[src/vic_params.svh]
// Overview of operation
// - each source has a flag set by its request, cleared only by software
// - each source has an enable; disabled sources are never presented
// - each source has a 3-bit priority field, eight levels
// - on acceptance latch 7-bit vector and 4-bit level into status register
// - latched level equals the programmed priority of the taken source
// - sources map in request order; request 0 uses bit 0 and bits 2:0
// - vector equals request plus eight; lower request wins natural order
// - uart one error is request 65, uart two error request 66
// - nine pwm generator interrupts sit at requests 94 to 102
// - adc pairs 8 to 12 done sit at requests 81 to 85
// - adc pairs 0 to 7 done sit at requests 110 to 117
// - comparators 2, 3, 4 sit at requests 103, 104, 105
// - pwm primary special event is 57, secondary special event is 73
// - position decoder compare events raise requests 58 and 75
// - can transmit data request raises request 70
// - nesting disable stops a running interrupt being pre-empted by users
// - control register a holds trap control bits and sticky trap flags
// - control register b sets external pin edges and alternate table
// - cpu priority low bits reflect level and software may write them
// - cpu priority top bit is read-only to software
// - exactly 27 controller registers are visible to software
// - user interrupts blocked when top bit set or combined level is 7
// - while nesting disable is set, low priority bits are read-only
// - vector address starts 0x14 or 0x114, two units per request
`ifndef VIC_PARAMS_SVH
`define VIC_PARAMS_SVH
`define VIC_NUM_SRC 118
`define VIC_NUM_EXT 5
`define VIC_VEC_OFS 7'h08
`define VIC_PRI_BLOCK 3'h7
`define VIC_IVT_BASE 24'h000014
`define VIC_ALTERNATE_VECTOR_TABLE_BASE 24'h000114
// request numbers of external pins and named sources
`define VIC_SRC_EXT0 0
`define VIC_SRC_EXT1 20
`define VIC_SRC_EXT2 29
`define VIC_SRC_EXT3 53
`define VIC_SRC_EXT4 54
`define VIC_SRC_PWM_PSE 57
`define VIC_SRC_POS1 58
`define VIC_SRC_UART1_ERR 65
`define VIC_SRC_UART2_ERR 66
`define VIC_SRC_CAN_TX 70
`define VIC_SRC_PWM_SSE 73
`define VIC_SRC_POS2 75
`define VIC_SRC_ADC8 81
`define VIC_SRC_PWM_GEN_ONE_IRQ 94
`define VIC_SRC_COMPARATOR_TWO_IRQ 103
`define VIC_SRC_ADC0 110
// register word indices, byte address is four times the index
`define VIC_IDX_CTRL_A 6'h00
`define VIC_IDX_CTRL_B 6'h01
`define VIC_IDX_TAKEN 6'h02
`define VIC_IDX_CPU_PRI 6'h03
`define VIC_IDX_FLAG0 6'h04
`define VIC_IDX_EN0 6'h08
`define VIC_IDX_PRI0 6'h10
`define VIC_NUM_FLAG_W 6'h04
`define VIC_NUM_PRI_W 6'h10
// field positions
`define VIC_A_NEST 15
`define VIC_B_ALT 15
`define VIC_T_LVL_LSB 8
`define VIC_C_LOW_LSB 5
`define VIC_C_TOP 3
`define VIC_A_RSVD_MASK 16'h0001
`define VIC_RESP_OKAY 2'h0
`define VIC_RESP_SLVERR 2'h2
`endif

[src/vic_pkg.sv]
`include "vic_params.svh"
package vic_pkg;
    typedef logic [2:0] vic_pri_t;
    typedef logic [6:0] vic_req_t;

    // reserved request numbers carry no source
    function automatic logic vic_src_valid(input int n);
        logic ok;
        ok = 1'b1;
        if (n == 15 || (n >= 21 && n <= 23) || (n >= 39 && n <= 48))
            ok = 1'b0;
        if ((n >= 51 && n <= 52) || (n >= 55 && n <= 56))
            ok = 1'b0;
        if ((n >= 59 && n <= 64) || (n >= 67 && n <= 69))
            ok = 1'b0;
        if (n == 71 || n == 72 || n == 74 || (n >= 76 && n <= 80))
            ok = 1'b0;
        if ((n >= 86 && n <= 93) || (n >= 106 && n <= 109))
            ok = 1'b0;
        if (n >= `VIC_NUM_SRC)
            ok = 1'b0;
        return ok;
    endfunction

    // which external pin feeds a request, or -1
    function automatic int vic_ext_slot(input int n);
        int s;
        s = -1;
        if (n == `VIC_SRC_EXT0) s = 0;
        if (n == `VIC_SRC_EXT1) s = 1;
        if (n == `VIC_SRC_EXT2) s = 2;
        if (n == `VIC_SRC_EXT3) s = 3;
        if (n == `VIC_SRC_EXT4) s = 4;
        return s;
    endfunction
endpackage

[src/vic_top.sv]
`timescale 1ns/1ps
`include "vic_params.svh"
module vic_top
(
    // clock and reset
    input wire logic CLK,
    input wire logic RST_N,
    // axi4-lite write address
    input wire logic [31:0] AWADDR,
    input wire logic AWVALID,
    output logic AWREADY,
    // axi4-lite write data
    input wire logic [31:0] WDATA,
    input wire logic [3:0] WSTRB,
    input wire logic WVALID,
    output logic WREADY,
    // axi4-lite write response
    output logic [1:0] BRESP,
    output logic BVALID,
    input wire logic BREADY,
    // axi4-lite read
    input wire logic [31:0] ARADDR,
    input wire logic ARVALID,
    output logic ARREADY,
    output logic [31:0] RDATA,
    output logic [1:0] RRESP,
    output logic RVALID,
    input wire logic RREADY,
    // peripheral request pulses, one per request number
    input wire logic [`VIC_NUM_SRC-1:0] PERIPH_REQ,
    // external interrupt pins, asynchronous
    input wire logic [`VIC_NUM_EXT-1:0] EXT_PIN,
    // trap events from the core
    input wire logic [6:0] TRAP_EVENT,
    input wire logic TRAP_TAKEN,
    // cpu side
    output logic IRQ_VALID,
    output logic [6:0] IRQ_VECTOR,
    output logic [3:0] IRQ_LEVEL,
    output logic [23:0] IRQ_VECTOR_ADDR,
    input wire logic IRQ_ACK,
    input wire logic IPL_RESTORE_VALID,
    input wire logic [3:0] IPL_RESTORE,
    output logic [3:0] CPU_PRIORITY
);
    localparam int NS = `VIC_NUM_SRC;

    // ********************************
    // bus slave
    // ********************************
    logic aw_held_q, w_held_q, bvalid_q, rvalid_q, aw_ok_q;
    logic [5:0] wr_idx_q;
    logic [31:0] wdata_q, wmask, rdata_q, rd_word;
    logic [3:0] wstrb_q;
    logic [1:0] bresp_q, rresp_q;
    logic wr_fire, rd_fire, rd_ok, wr_ok;

    assign AWREADY = !aw_held_q;
    assign WREADY = !w_held_q;
    assign ARREADY = !rvalid_q;
    assign BVALID = bvalid_q;
    assign BRESP = bresp_q;
    assign RVALID = rvalid_q;
    assign RDATA = rdata_q;
    assign RRESP = rresp_q;
    assign wr_fire = aw_held_q && w_held_q && !bvalid_q;
    assign rd_fire = ARVALID && !rvalid_q;
    assign wr_ok = (wr_idx_q < (`VIC_IDX_PRI0 + `VIC_NUM_PRI_W))
        && (wr_idx_q < (`VIC_IDX_EN0 + `VIC_NUM_FLAG_W)
        || wr_idx_q >= `VIC_IDX_PRI0);

    genvar b;
    generate
        for (b = 0; b < 4; b++)
        begin : g_mask
            assign wmask[b*8 +: 8] = {8{wstrb_q[b]}};
        end
    endgenerate

    always_ff @(posedge CLK)
    begin
        if (!RST_N)
        begin
            aw_held_q <= 1'b0;
            w_held_q <= 1'b0;
            bvalid_q <= 1'b0;
            aw_ok_q <= 1'b0;
            bresp_q <= `VIC_RESP_OKAY;
            wr_idx_q <= 6'h00;
            wdata_q <= 32'h00000000;
            wstrb_q <= 4'h0;
        end
        else
        begin
            if (AWVALID && !aw_held_q)
            begin
                aw_held_q <= 1'b1;
                wr_idx_q <= AWADDR[7:2];
                // the master may drop the address once taken
                aw_ok_q <= AWADDR[31:8] == 24'h000000;
            end
            if (WVALID && !w_held_q)
            begin
                w_held_q <= 1'b1;
                wdata_q <= WDATA;
                wstrb_q <= WSTRB;
            end
            if (wr_fire)
            begin
                bvalid_q <= 1'b1;
                bresp_q <= wr_ok && aw_ok_q ?
                    `VIC_RESP_OKAY : `VIC_RESP_SLVERR;
            end
            else if (bvalid_q && BREADY)
            begin
                bvalid_q <= 1'b0;
                aw_held_q <= 1'b0;
                w_held_q <= 1'b0;
            end
        end
    end

    always_ff @(posedge CLK)
    begin
        if (!RST_N)
        begin
            rvalid_q <= 1'b0;
            rdata_q <= 32'h00000000;
            rresp_q <= `VIC_RESP_OKAY;
        end
        else if (rd_fire)
        begin
            rvalid_q <= 1'b1;
            rdata_q <= rd_ok ? rd_word : 32'h00000000;
            rresp_q <= rd_ok ? `VIC_RESP_OKAY : `VIC_RESP_SLVERR;
        end
        else if (RREADY)
        begin
            rvalid_q <= 1'b0;
        end
    end

    // ********************************
    // control, cpu level and taken registers
    // ********************************
    logic [15:0] ctrl_a_q, ctrl_b_q;
    logic [2:0] cpu_low_q;
    logic cpu_top_q;
    logic [6:0] taken_vec_q;
    logic [3:0] taken_lvl_q;
    logic pend_q, ack_fire, nest;
    logic [6:0] vec_q;
    logic [2:0] lvl_q;
    logic [23:0] addr_q;

    assign nest = ctrl_a_q[`VIC_A_NEST];
    assign ack_fire = IRQ_ACK && pend_q;
    assign CPU_PRIORITY = {cpu_top_q, cpu_low_q};

    // trap flags are sticky: a trap in the clearing cycle survives
    always_ff @(posedge CLK)
    begin
        if (!RST_N)
            ctrl_a_q <= 16'h0000;
        else if (wr_fire && wr_idx_q == `VIC_IDX_CTRL_A)
            ctrl_a_q <= (((ctrl_a_q & ~wmask[15:0]) | (wdata_q[15:0]
                & wmask[15:0])) | {8'h00, TRAP_EVENT, 1'b0})
                & ~`VIC_A_RSVD_MASK;
        else
            ctrl_a_q <= ctrl_a_q | {8'h00, TRAP_EVENT, 1'b0};
    end

    always_ff @(posedge CLK)
    begin
        if (!RST_N)
            ctrl_b_q <= 16'h0000;
        else if (wr_fire && wr_idx_q == `VIC_IDX_CTRL_B)
            ctrl_b_q <= (ctrl_b_q & ~wmask[15:0])
                | (wdata_q[15:0] & wmask[15:0]);
    end

    // restore from the core beats acceptance, which beats software
    always_ff @(posedge CLK)
    begin
        if (!RST_N)
        begin
            cpu_low_q <= 3'h0;
            cpu_top_q <= 1'b0;
        end
        else if (IPL_RESTORE_VALID)
        begin
            cpu_low_q <= IPL_RESTORE[2:0];
            cpu_top_q <= IPL_RESTORE[3];
        end
        else if (TRAP_TAKEN)
            cpu_top_q <= 1'b1;
        else if (ack_fire)
            cpu_low_q <= nest ? `VIC_PRI_BLOCK : lvl_q;
        else if (wr_fire && wr_idx_q == `VIC_IDX_CPU_PRI && !nest
            && wstrb_q[0])
            cpu_low_q <= wdata_q[`VIC_C_LOW_LSB +: 3];
    end

    always_ff @(posedge CLK)
    begin
        if (!RST_N)
        begin
            taken_vec_q <= 7'h00;
            taken_lvl_q <= 4'h0;
        end
        else if (ack_fire)
        begin
            taken_vec_q <= vec_q;
            taken_lvl_q <= {1'b0, lvl_q};
        end
    end

    // ********************************
    // per-source flags, enables, priorities
    // ********************************
    logic [127:0] flag_w, en_w;
    logic [511:0] pri_w;
    logic [`VIC_NUM_SRC-1:0] flag_q, en_q, cand;
    vic_pkg::vic_pri_t pri_q [`VIC_NUM_SRC];
    logic [`VIC_NUM_EXT-1:0] ext_s1_q, ext_s2_q, ext_s3_q, ext_evt;

    always_ff @(posedge CLK)
    begin
        if (!RST_N)
        begin
            ext_s1_q <= 5'h00;
            ext_s2_q <= 5'h00;
            ext_s3_q <= 5'h00;
        end
        else
        begin
            ext_s1_q <= EXT_PIN;
            ext_s2_q <= ext_s1_q;
            ext_s3_q <= ext_s2_q;
        end
    end
    // polarity bit 0 catches rising edges, 1 falling
    assign ext_evt = (ext_s2_q ^ ctrl_b_q[4:0])
        & ~(ext_s3_q ^ ctrl_b_q[4:0]);

    genvar i;
    generate
        for (i = 0; i < 128; i++)
        begin : g_src
            if (i < NS && vic_pkg::vic_src_valid(i))
            begin : g_live
                localparam int SLOT = vic_pkg::vic_ext_slot(i);
                logic set, wr_f, wr_e, wr_p;
                if (SLOT >= 0)
                begin : g_ext
                    assign set = ext_evt[SLOT];
                end
                else
                begin : g_per
                    assign set = PERIPH_REQ[i];
                end
                assign wr_f = wr_fire && wmask[i%32]
                    && wr_idx_q == 6'(`VIC_IDX_FLAG0 + i/32);
                assign wr_e = wr_fire && wmask[i%32]
                    && wr_idx_q == 6'(`VIC_IDX_EN0 + i/32);
                assign wr_p = wr_fire && wmask[(i%8)*4]
                    && wr_idx_q == 6'(`VIC_IDX_PRI0 + i/8);
                always_ff @(posedge CLK)
                begin
                    if (!RST_N)
                        flag_q[i] <= 1'b0;
                    else if (set)
                        flag_q[i] <= 1'b1;
                    else if (wr_f)
                        flag_q[i] <= wdata_q[i%32];
                end
                always_ff @(posedge CLK)
                begin
                    if (!RST_N)
                        en_q[i] <= 1'b0;
                    else if (wr_e)
                        en_q[i] <= wdata_q[i%32];
                end
                always_ff @(posedge CLK)
                begin
                    if (!RST_N)
                        pri_q[i] <= 3'h0;
                    else if (wr_p)
                        pri_q[i] <= wdata_q[(i%8)*4 +: 3];
                end
                assign flag_w[i] = flag_q[i];
                assign en_w[i] = en_q[i];
                assign pri_w[i*4 +: 4] = {1'b0, pri_q[i]};
                assign cand[i] = flag_q[i] && en_q[i] && !cpu_top_q
                    && cpu_low_q != `VIC_PRI_BLOCK
                    && pri_q[i] > cpu_low_q;
            end
            else if (i < NS)
            begin : g_rsvd
                assign flag_q[i] = 1'b0;
                assign en_q[i] = 1'b0;
                assign pri_q[i] = 3'h0;
                assign flag_w[i] = 1'b0;
                assign en_w[i] = 1'b0;
                assign pri_w[i*4 +: 4] = 4'h0;
                assign cand[i] = 1'b0;
            end
            else
            begin : g_pad
                assign flag_w[i] = 1'b0;
                assign en_w[i] = 1'b0;
                assign pri_w[i*4 +: 4] = 4'h0;
            end
        end
    endgenerate

    // ********************************
    // arbiter and cpu presentation
    // ********************************
    logic found;
    logic [2:0] best_pri;
    logic [6:0] best_idx;

    // walking down means an equal priority at a lower request takes over
    always_comb
    begin
        found = 1'b0;
        best_pri = 3'h0;
        best_idx = 7'h00;
        for (int n = NS - 1; n >= 0; n--)
        begin
            if (cand[n] && (!found || pri_q[n] >= best_pri))
            begin
                found = 1'b1;
                best_pri = pri_q[n];
                best_idx = 7'(n);
            end
        end
    end

    // one quiet cycle after an ack lets the raised cpu level settle
    always_ff @(posedge CLK)
    begin
        if (!RST_N)
        begin
            pend_q <= 1'b0;
            vec_q <= 7'h00;
            lvl_q <= 3'h0;
            addr_q <= 24'h000000;
        end
        else
        begin
            pend_q <= found && !ack_fire && !IPL_RESTORE_VALID;
            vec_q <= best_idx + `VIC_VEC_OFS;
            lvl_q <= best_pri;
            addr_q <= (ctrl_b_q[`VIC_B_ALT] ? `VIC_ALTERNATE_VECTOR_TABLE_BASE : `VIC_IVT_BASE)
                + {16'h0000, best_idx, 1'b0};
        end
    end
    assign IRQ_VALID = pend_q;
    assign IRQ_VECTOR = vec_q;
    assign IRQ_LEVEL = {1'b0, lvl_q};
    assign IRQ_VECTOR_ADDR = addr_q;

    // ********************************
    // read mux: 27 controller words plus the cpu level word
    // ********************************
    logic [5:0] ri, ro;
    always_comb
    begin
        ri = ARADDR[7:2];
        ro = 6'h00;
        rd_ok = ARADDR[31:8] == 24'h000000;
        rd_word = 32'h00000000;
        if (ri == `VIC_IDX_CTRL_A)
            rd_word = {16'h0000, ctrl_a_q};
        else if (ri == `VIC_IDX_CTRL_B)
            rd_word = {16'h0000, ctrl_b_q};
        else if (ri == `VIC_IDX_TAKEN)
            rd_word = {20'h00000, taken_lvl_q, 1'b0, taken_vec_q};
        else if (ri == `VIC_IDX_CPU_PRI)
            rd_word = {24'h000000, cpu_low_q, 1'b0, cpu_top_q, 3'h0};
        else if (ri < `VIC_IDX_EN0)
        begin
            ro = ri - `VIC_IDX_FLAG0;
            rd_word = flag_w[{ro[1:0], 5'h00} +: 32];
        end
        else if (ri < `VIC_IDX_EN0 + `VIC_NUM_FLAG_W)
        begin
            ro = ri - `VIC_IDX_EN0;
            rd_word = en_w[{ro[1:0], 5'h00} +: 32];
        end
        else if (ri >= `VIC_IDX_PRI0 && ri < `VIC_IDX_PRI0 + `VIC_NUM_PRI_W)
        begin
            ro = ri - `VIC_IDX_PRI0;
            rd_word = pri_w[{ro[3:0], 5'h00} +: 32];
        end
        else
            rd_ok = 1'b0;
    end
endmodule

[config.mk]
export PLATFORM = sky130hd
export DESIGN_NAME = vic_top
export DESIGN_NICKNAME = d
export VERILOG_FILES = /design/src/vic_pkg.sv /design/src/vic_top.sv
export VERILOG_INCLUDE_DIRS = /design/src /design/src/src
export SDC_FILE = /design/constraint.sdc
export NUM_CORES = 2
export LEC_CHECK = 0
export ABC_AREA = 1
export BUFFER_PORTS_ARGS = -buffer_cell sky130_fd_sc_hd__buf_2
export CAP_MARGIN = 20
export CORE_UTILIZATION = 40
export DETAILED_ROUTE_END_ITERATION = 12
export RECOVER_POWER = 25
export SLEW_MARGIN = 20
export SYNTH_ARGS = -nofsm -noshare
export SYNTH_HDL_FRONTEND = slang
export SYNTH_SLANG_ARGS = --single-unit
[constraint.sdc]
create_clock -name CLK -period 80.2 [get_ports CLK]
set_input_delay 16.04 -clock CLK [delete_from_list [all_inputs] [get_ports CLK]]
set_output_delay 16.04 -clock CLK [all_outputs]
set_load 0.005 [all_outputs]
* Yosys cells after proc, flatten, opt, wreduce, memory -nomap -nowiden
Index checks and enable logic that the tools add are counted. W data, S select, Z words.
Storage, ports and cells: register bits 534, output and inout port bits 81, word-level logic and storage cells 1503, input bits 244
Operators by class: magnitude comparators 148, bitwise operators 13, mux-type cells 391, add/sub/neg operators 5, reduce and logical (&&, ||, !) cells 676, shift-type cells 3, equality and inequality tests 29
Operator list (number):
- $shiftx A512 B10 Y32 | 1
- $mux W7 | 71
- $logic_and A1 B1 Y1 | 446
- $mux W32 | 8
- $shiftx A128 B8 Y32 | 2
- $mux W1 | 232
- $mux W3 | 76
- $gt A3 B3 Y1 | 71
- $ge A3 B3 Y1 | 70
- $reduce_bool A2 Y1 | 74
- $eq A6 B5 Y1 const B | 14
- $logic_not A1 Y1 | 78
- $logic_or A1 B1 Y1 | 71
- $and A16 B16 Y16 | 3
- $logic_not A24 Y1 | 2
- $or A16 B16 Y16 | 2
- $or A16 B8 Y16 | 2
- $eq A6 B3 Y1 const B | 4
- $eq A6 B4 Y1 const B | 4
- $eq A6 B2 Y1 const B | 3
- $lt A6 B4 Y1 const B | 3
- $mux W16 | 1
- $not A16 Y16 | 1
- $eq A6 B1 Y1 const B | 2
- 18 further kinds | 24

* Logic depth before layout (Yosys ltp)
depth in word-level cells 287, mapped depth 709, mapped depth without buffers 704

* Worst setup path before layout
Ideal clock, no wire load.
kind reg2reg, start point register cpu_low_q[0], end point register addr_q[8] (netlist: IRQ_VECTOR_ADDR[8]), clock period less this slack 67.295 ns, buffers on the path 5, data required time 80.085 ns, stages on the path, launching flop included 696, path slack 12.905 ns, arrival time 67.180 ns, setup time 0.115 ns, cells stage by stage dfxtp_1 > ha_1 > nand3_1 > nand3_1 > nor2_1 > nand2_1 > ha_1 > and3_1 > nor2_1 > nand2_1 > nand2_1 > nand2_1 > o21ai_0 > ha_1 > o21ai_0 > nand2_1 > a21oi_1 > nand2_1 > [... 660 more ...] > a21oi_1 > nand2_2 > nand2_4 > buf_12 > nand2_2 > o21ai_2 > ha_1 > o21ai_0 > nand2_1 > a21oi_1 > nand2_2 > nand2_8 > nand4_2 > ha_1 > a21oi_1 > nor2_1 > a21oi_1 > nor2_1
Between the ends: longest elaborated chain between the ends 285, elaborated cells on any way between the ends 706, those cells by class add/sub: 1; order compare: 141; eq/ne: 1; mux: 211; reduce/logical: 352
RTL lines:
- start, declared | RTL line vic_top.sv:147 | logic [2:0] cpu_low_q;
- start signal, assigned | RTL line vic_top.sv:192 | cpu_low_q <= IPL_RESTORE[2:0];
- start signal, assigned | RTL line vic_top.sv:198 | cpu_low_q <= nest ? `VIC_PRI_BLOCK : lvl_q;
- start signal, assigned | RTL line vic_top.sv:201 | cpu_low_q <= wdata_q[`VIC_C_LOW_LSB +: 3];
- parallel branches: the longest is 283 deep, another holds $gt A3 B3 Y1
- $mux W7 (*) | RTL line vic_top.sv:332 | if (cand[n] && (!found || pri_q[n] >= best_pri))
- $add A9 B8 Y10 (*) | RTL line vic_top.sv:356 | addr_q <= (ctrl_b_q[`VIC_B_ALT] ? `VIC_ALTERNATE_VECTOR_TABLE_BASE : `VIC_IVT_BASE)
- end signal, assigned | RTL line vic_top.sv:356
- end, declared | RTL line vic_top.sv:154 | logic [23:0] addr_q;
Mark *: on every way between the ends. A chain may end at the register's enable or synchronous reset.

* Final worst setup path
start point register cpu_low_q[2], end point register addr_q[8] (netlist: IRQ_VECTOR_ADDR[8])
Between the ends: longest elaborated chain between the ends 285, elaborated cells on any way between the ends 706, those cells by class add/sub: 1; order compare: 141; eq/ne: 1; mux: 211; reduce/logical: 352
RTL lines:
- parallel branches: the longest is 283 deep, another holds $gt A3 B3 Y1
- $mux W7 (*) | RTL line vic_top.sv:332
- net best_idx[1] | RTL line vic_top.sv:322 | logic [6:0] best_idx;
- $add A9 B8 Y10 (*) | RTL line vic_top.sv:356
Mark *: on every way through the listed nets, which the timed path passes.

==> flow_summary.toml <==
[outcome]
outcome = "finished, violations left"
failed_checks = "max-capacitance violations, max-slew violations"

[route]
vias = 38500
detail_route.iter0.violations = 4688
avgRoutedWirePerCell_um = 24.8
drt_drc_violations_left = 0
drtAntennaViolNets = 0
postRouteWirelength_mm = 163
viasPerCell = 5.88
1st_pass_router_iterations = 6

[job]
maxCapViolations = 3

[floorplan]
die_width_um = 304
boundary_pin_count = 325
row_count = 110
core_area_um2 = 90100
die_area_um2 = 92400
starting_density_of_the_core_pct = 40.5
die-height_um = 304

[placement]
count_of_placed_standard_cells_including_taps = 6405
dpl_cell_area_um2 = 38600
buffer_ports.inserted = 248
place_worst_setup_slack_ns = 4.22
gp_congestion = 1.01
post-dp-hpwl_mm = 123

[global_routing]
antenna_found_initial = 13
global_route.overflow_total = 0
grt_pass1_vias = 35300
grt_max_degree = 113
gr-usage-all-layers_pct = 33.9
first_pass_grt_wire_length_mm = 235

[pwr]
share_seq_of_total_power_pct = 40.6
finalPower_mw = 0.657
power_frac_clock_pct = 47.4
power-per-cell-area_nw_per_um2 = 15.9
switchingPower_mw = 0.190
combinational_group_share_of_total_power_pct = 12.0
p_leak_nw = 18.4
power_report.internal_total_mw = 0.467
netSwitchingFraction_pct = 28.9
vdd.ir_drop.worst_v = 0.0000189

[logic_synthesis]
synthesis.area_um2 = 36500
yosys_register_bits = 513
netlist_instances = 5149
ys.warnings.count = 0
netlist.area_leader.share_pct = 28.2
synth_top_cells_by_count = "sky130_fd_sc_hd__nand2_1, sky130_fd_sc_hd__o21ai_0, sky130_fd_sc_hd__a21oi_1, sky130_fd_sc_hd__inv_1, sky130_fd_sc_hd__dfxtp_1"
yosysUniqueCellTypes = 75
postSynth.asyncResetShare_pct = 0
number_of_enable_flip_flop_cells_after_synthesis = 0
synth_area_per_cell_um2 = 7.09
synth_top_cells_by_area = "sky130_fd_sc_hd__dfxtp_1, sky130_fd_sc_hd__ha_1, sky130_fd_sc_hd__o21ai_0"
top_count_cell_post_synth = "sky130_fd_sc_hd__nand2_1"
ys_seq_area_share_pct = 28.2
postSynth.topFlopCell = "sky130_fd_sc_hd__dfxtp_1"
synth_top_area_cell = "sky130_fd_sc_hd__dfxtp_1"

[sta]
timing_hold_violations_final = 0
timing.max_slew.rel_slack_pct = -195
timing_max_transition_violations_final = 207
worst-slew-pin-transition_ns = 4.42
setup-violations-final = 0
final_critical_path_setup_slack_ns = 8.27
final_clock_period_utilization_by_the_worst_path_pct = 89.7
max_freq_mhz = 13.9
skew_ns = 0.0302
final_worst_path_period_need_ns = 71.93
setup_total_negative_slack_ns = 0
worst_hold_slack_ns = 0.408

[final_layout]
postLayoutCoreUtil_pct = 45.9
final-instance-count-excl-fill = 6553
finalNetCount = 5929
area_delta_synth_final_pct = 13.3
postLayoutCellArea_um2 = 41300
drive_gt1_share_pct = 16.7

[clock_tree]
clockBufferDepth = 3
clock_latency_on_the_worst_skew_pair_ns = 0.69
tritoncts = "yes"
worst_setup_hold_path_clk_slew_ns = 0.06
cts_sinks = 513
number_of_buffers_created_by_cts = 61
clockRootBuffer = "sky130_fd_sc_hd__clkbuf_16"
ctsHtreeMaxLevel = 2

[worst_setup_path]
critical_path_type = "reg -> reg"
worstPathMaxFanout = 14
slowest_stage = "sky130_fd_sc_hd__o21ai_0"
worst_path_largest_cell_delay_ns = 0.47
critPathArrivalTime_ns = 72.51
crit_required_ns = 80.78
crit_top_cell = "sky130_fd_sc_hd__nand2_1"
timing.critical_path.from_type = "register"
critical_path_endpoint_category = "register"

[min_path]
hold_path.class = "reg -> reg"
[what timing repair did]
action / CTS / global route
resized for setup: 0 / 118
hold buffers: 0 / 0
hold endpoints to repair: 0 / 0
buffers inserted: 0 / 25
endpoints found under the setup margin: 0 / 18
[cell families after synthesis]
| kind of cell | share of synthesized area, % |
|---|---|
| AND/OR/NAND/NOR | 23.8 |
| other | 0.0103 |
| AO/OA/AOI/OAI | 25.5 |
| flip-flops | 28.2 |
| adder cells (fa/ha/maj) | 12.5 |
| buffers and inverters | 9.98 |
[per-layer routing]
metal	share of wire (%)	routed length (µm)	global-route usage, %
met1	41	67000	44.9
met2	41	67400	50.5
met3	10	16900	6.85
met4	7.0	11300	20.8
met5	0.051	83	0
[layout make-up]
| class | count | area (µm²) |
|---|---|---|
| Clock inverter | 33 | 524 |
| Clock buffer | 82 | 1710 |
| Antenna cell | 5 | 12.5 |
| Fill cell | 9150 | 48800 |
| Timing Repair Buffer | 323 | 1850 |
| Tap cell | 1176 | 1470 |
| Multi-Input combinational cell | 3803 | 23000 |
| Sequential cell | 513 | 10300 |
| Inverter | 618 | 2520 |
[cells in the final DEF (no fill, tap or decap), drive strengths merged, types with 21 or more instances in the layout]
cell type  netlist  routed
o221ai          21      21
inv            593     591
dfxtp          513     513
a211oi          86      86
clkinv          14      31
bufinv          11      22
nand2         1051    1051
o21ai          682     682
ha             365     365
a21oi          576     576
a311oi          64      64
nand3          208     208
o22ai           51      51
buf             44     321
nor2           390     390
nand4           78      78
o211ai          26      26
clkbuf         190      84
[final timing paths]
path / startpoint / to / slack, ns / cells after the start
max: cpu_low_q[2]$_SDFFE_PN0P_ / IRQ_VECTOR_ADDR[8]$_SDFF_PN0_ / 8.27 / 674
min: ext_s1_q[0]$_SDFF_PN0_ / ext_s2_q[0]$_SDFF_PN0_ / 0.41 / 2
max reg2reg: cpu_low_q[2]$_SDFFE_PN0P_ / IRQ_VECTOR_ADDR[8]$_SDFF_PN0_ / 8.27 / 674
min reg2reg: ext_s1_q[0]$_SDFF_PN0_ / ext_s2_q[0]$_SDFF_PN0_ / 0.41 / 2
[state kept, by name, indices dropped and copies added (netlist names), 3 cells and up, named ones only]
| name | flops |
|---|---|
| RDATA | 31 |
| lvl_q | 3 |
| pri_q | 213 |
| flag_q | 71 |
| ext_s3_q | 5 |
| IRQ_VECTOR | 7 |
| taken_lvl_q | 3 |
| taken_vec_q | 7 |
| en_q | 71 |
| cpu_low_q | 3 |
| IRQ_VECTOR_ADDR | 8 |
| wdata_q | 31 |
| ctrl_a_q | 7 |
| ext_s2_q | 5 |
| wr_idx_q | 6 |
| wstrb_q | 4 |
| ext_s1_q | 5 |
[worst max-delay path: cells and delay by family, from the launching register on]
family / cells / cell delay (ns)
buf+inv: 118 / 6.87
fa+ha+maj: 72 / 19.45
simple gates: 342 / 26.09
flops: 1 / 0.40
compound gates: 142 / 18.53
[power by group through the flow]
stage	combinational [mW]	clock, mW	sequential [mW]
final	0.0785	0.312	0.267
after global routing	0.0832	0.322	0.267
after CTS	0.0748	0.314	0.266
after detailed placement	0.0746	0	0.272
after global placement	0.0725	0	0.272
after floorplan	0.0422	0	0.270
(Power assumes the default switching activity.)
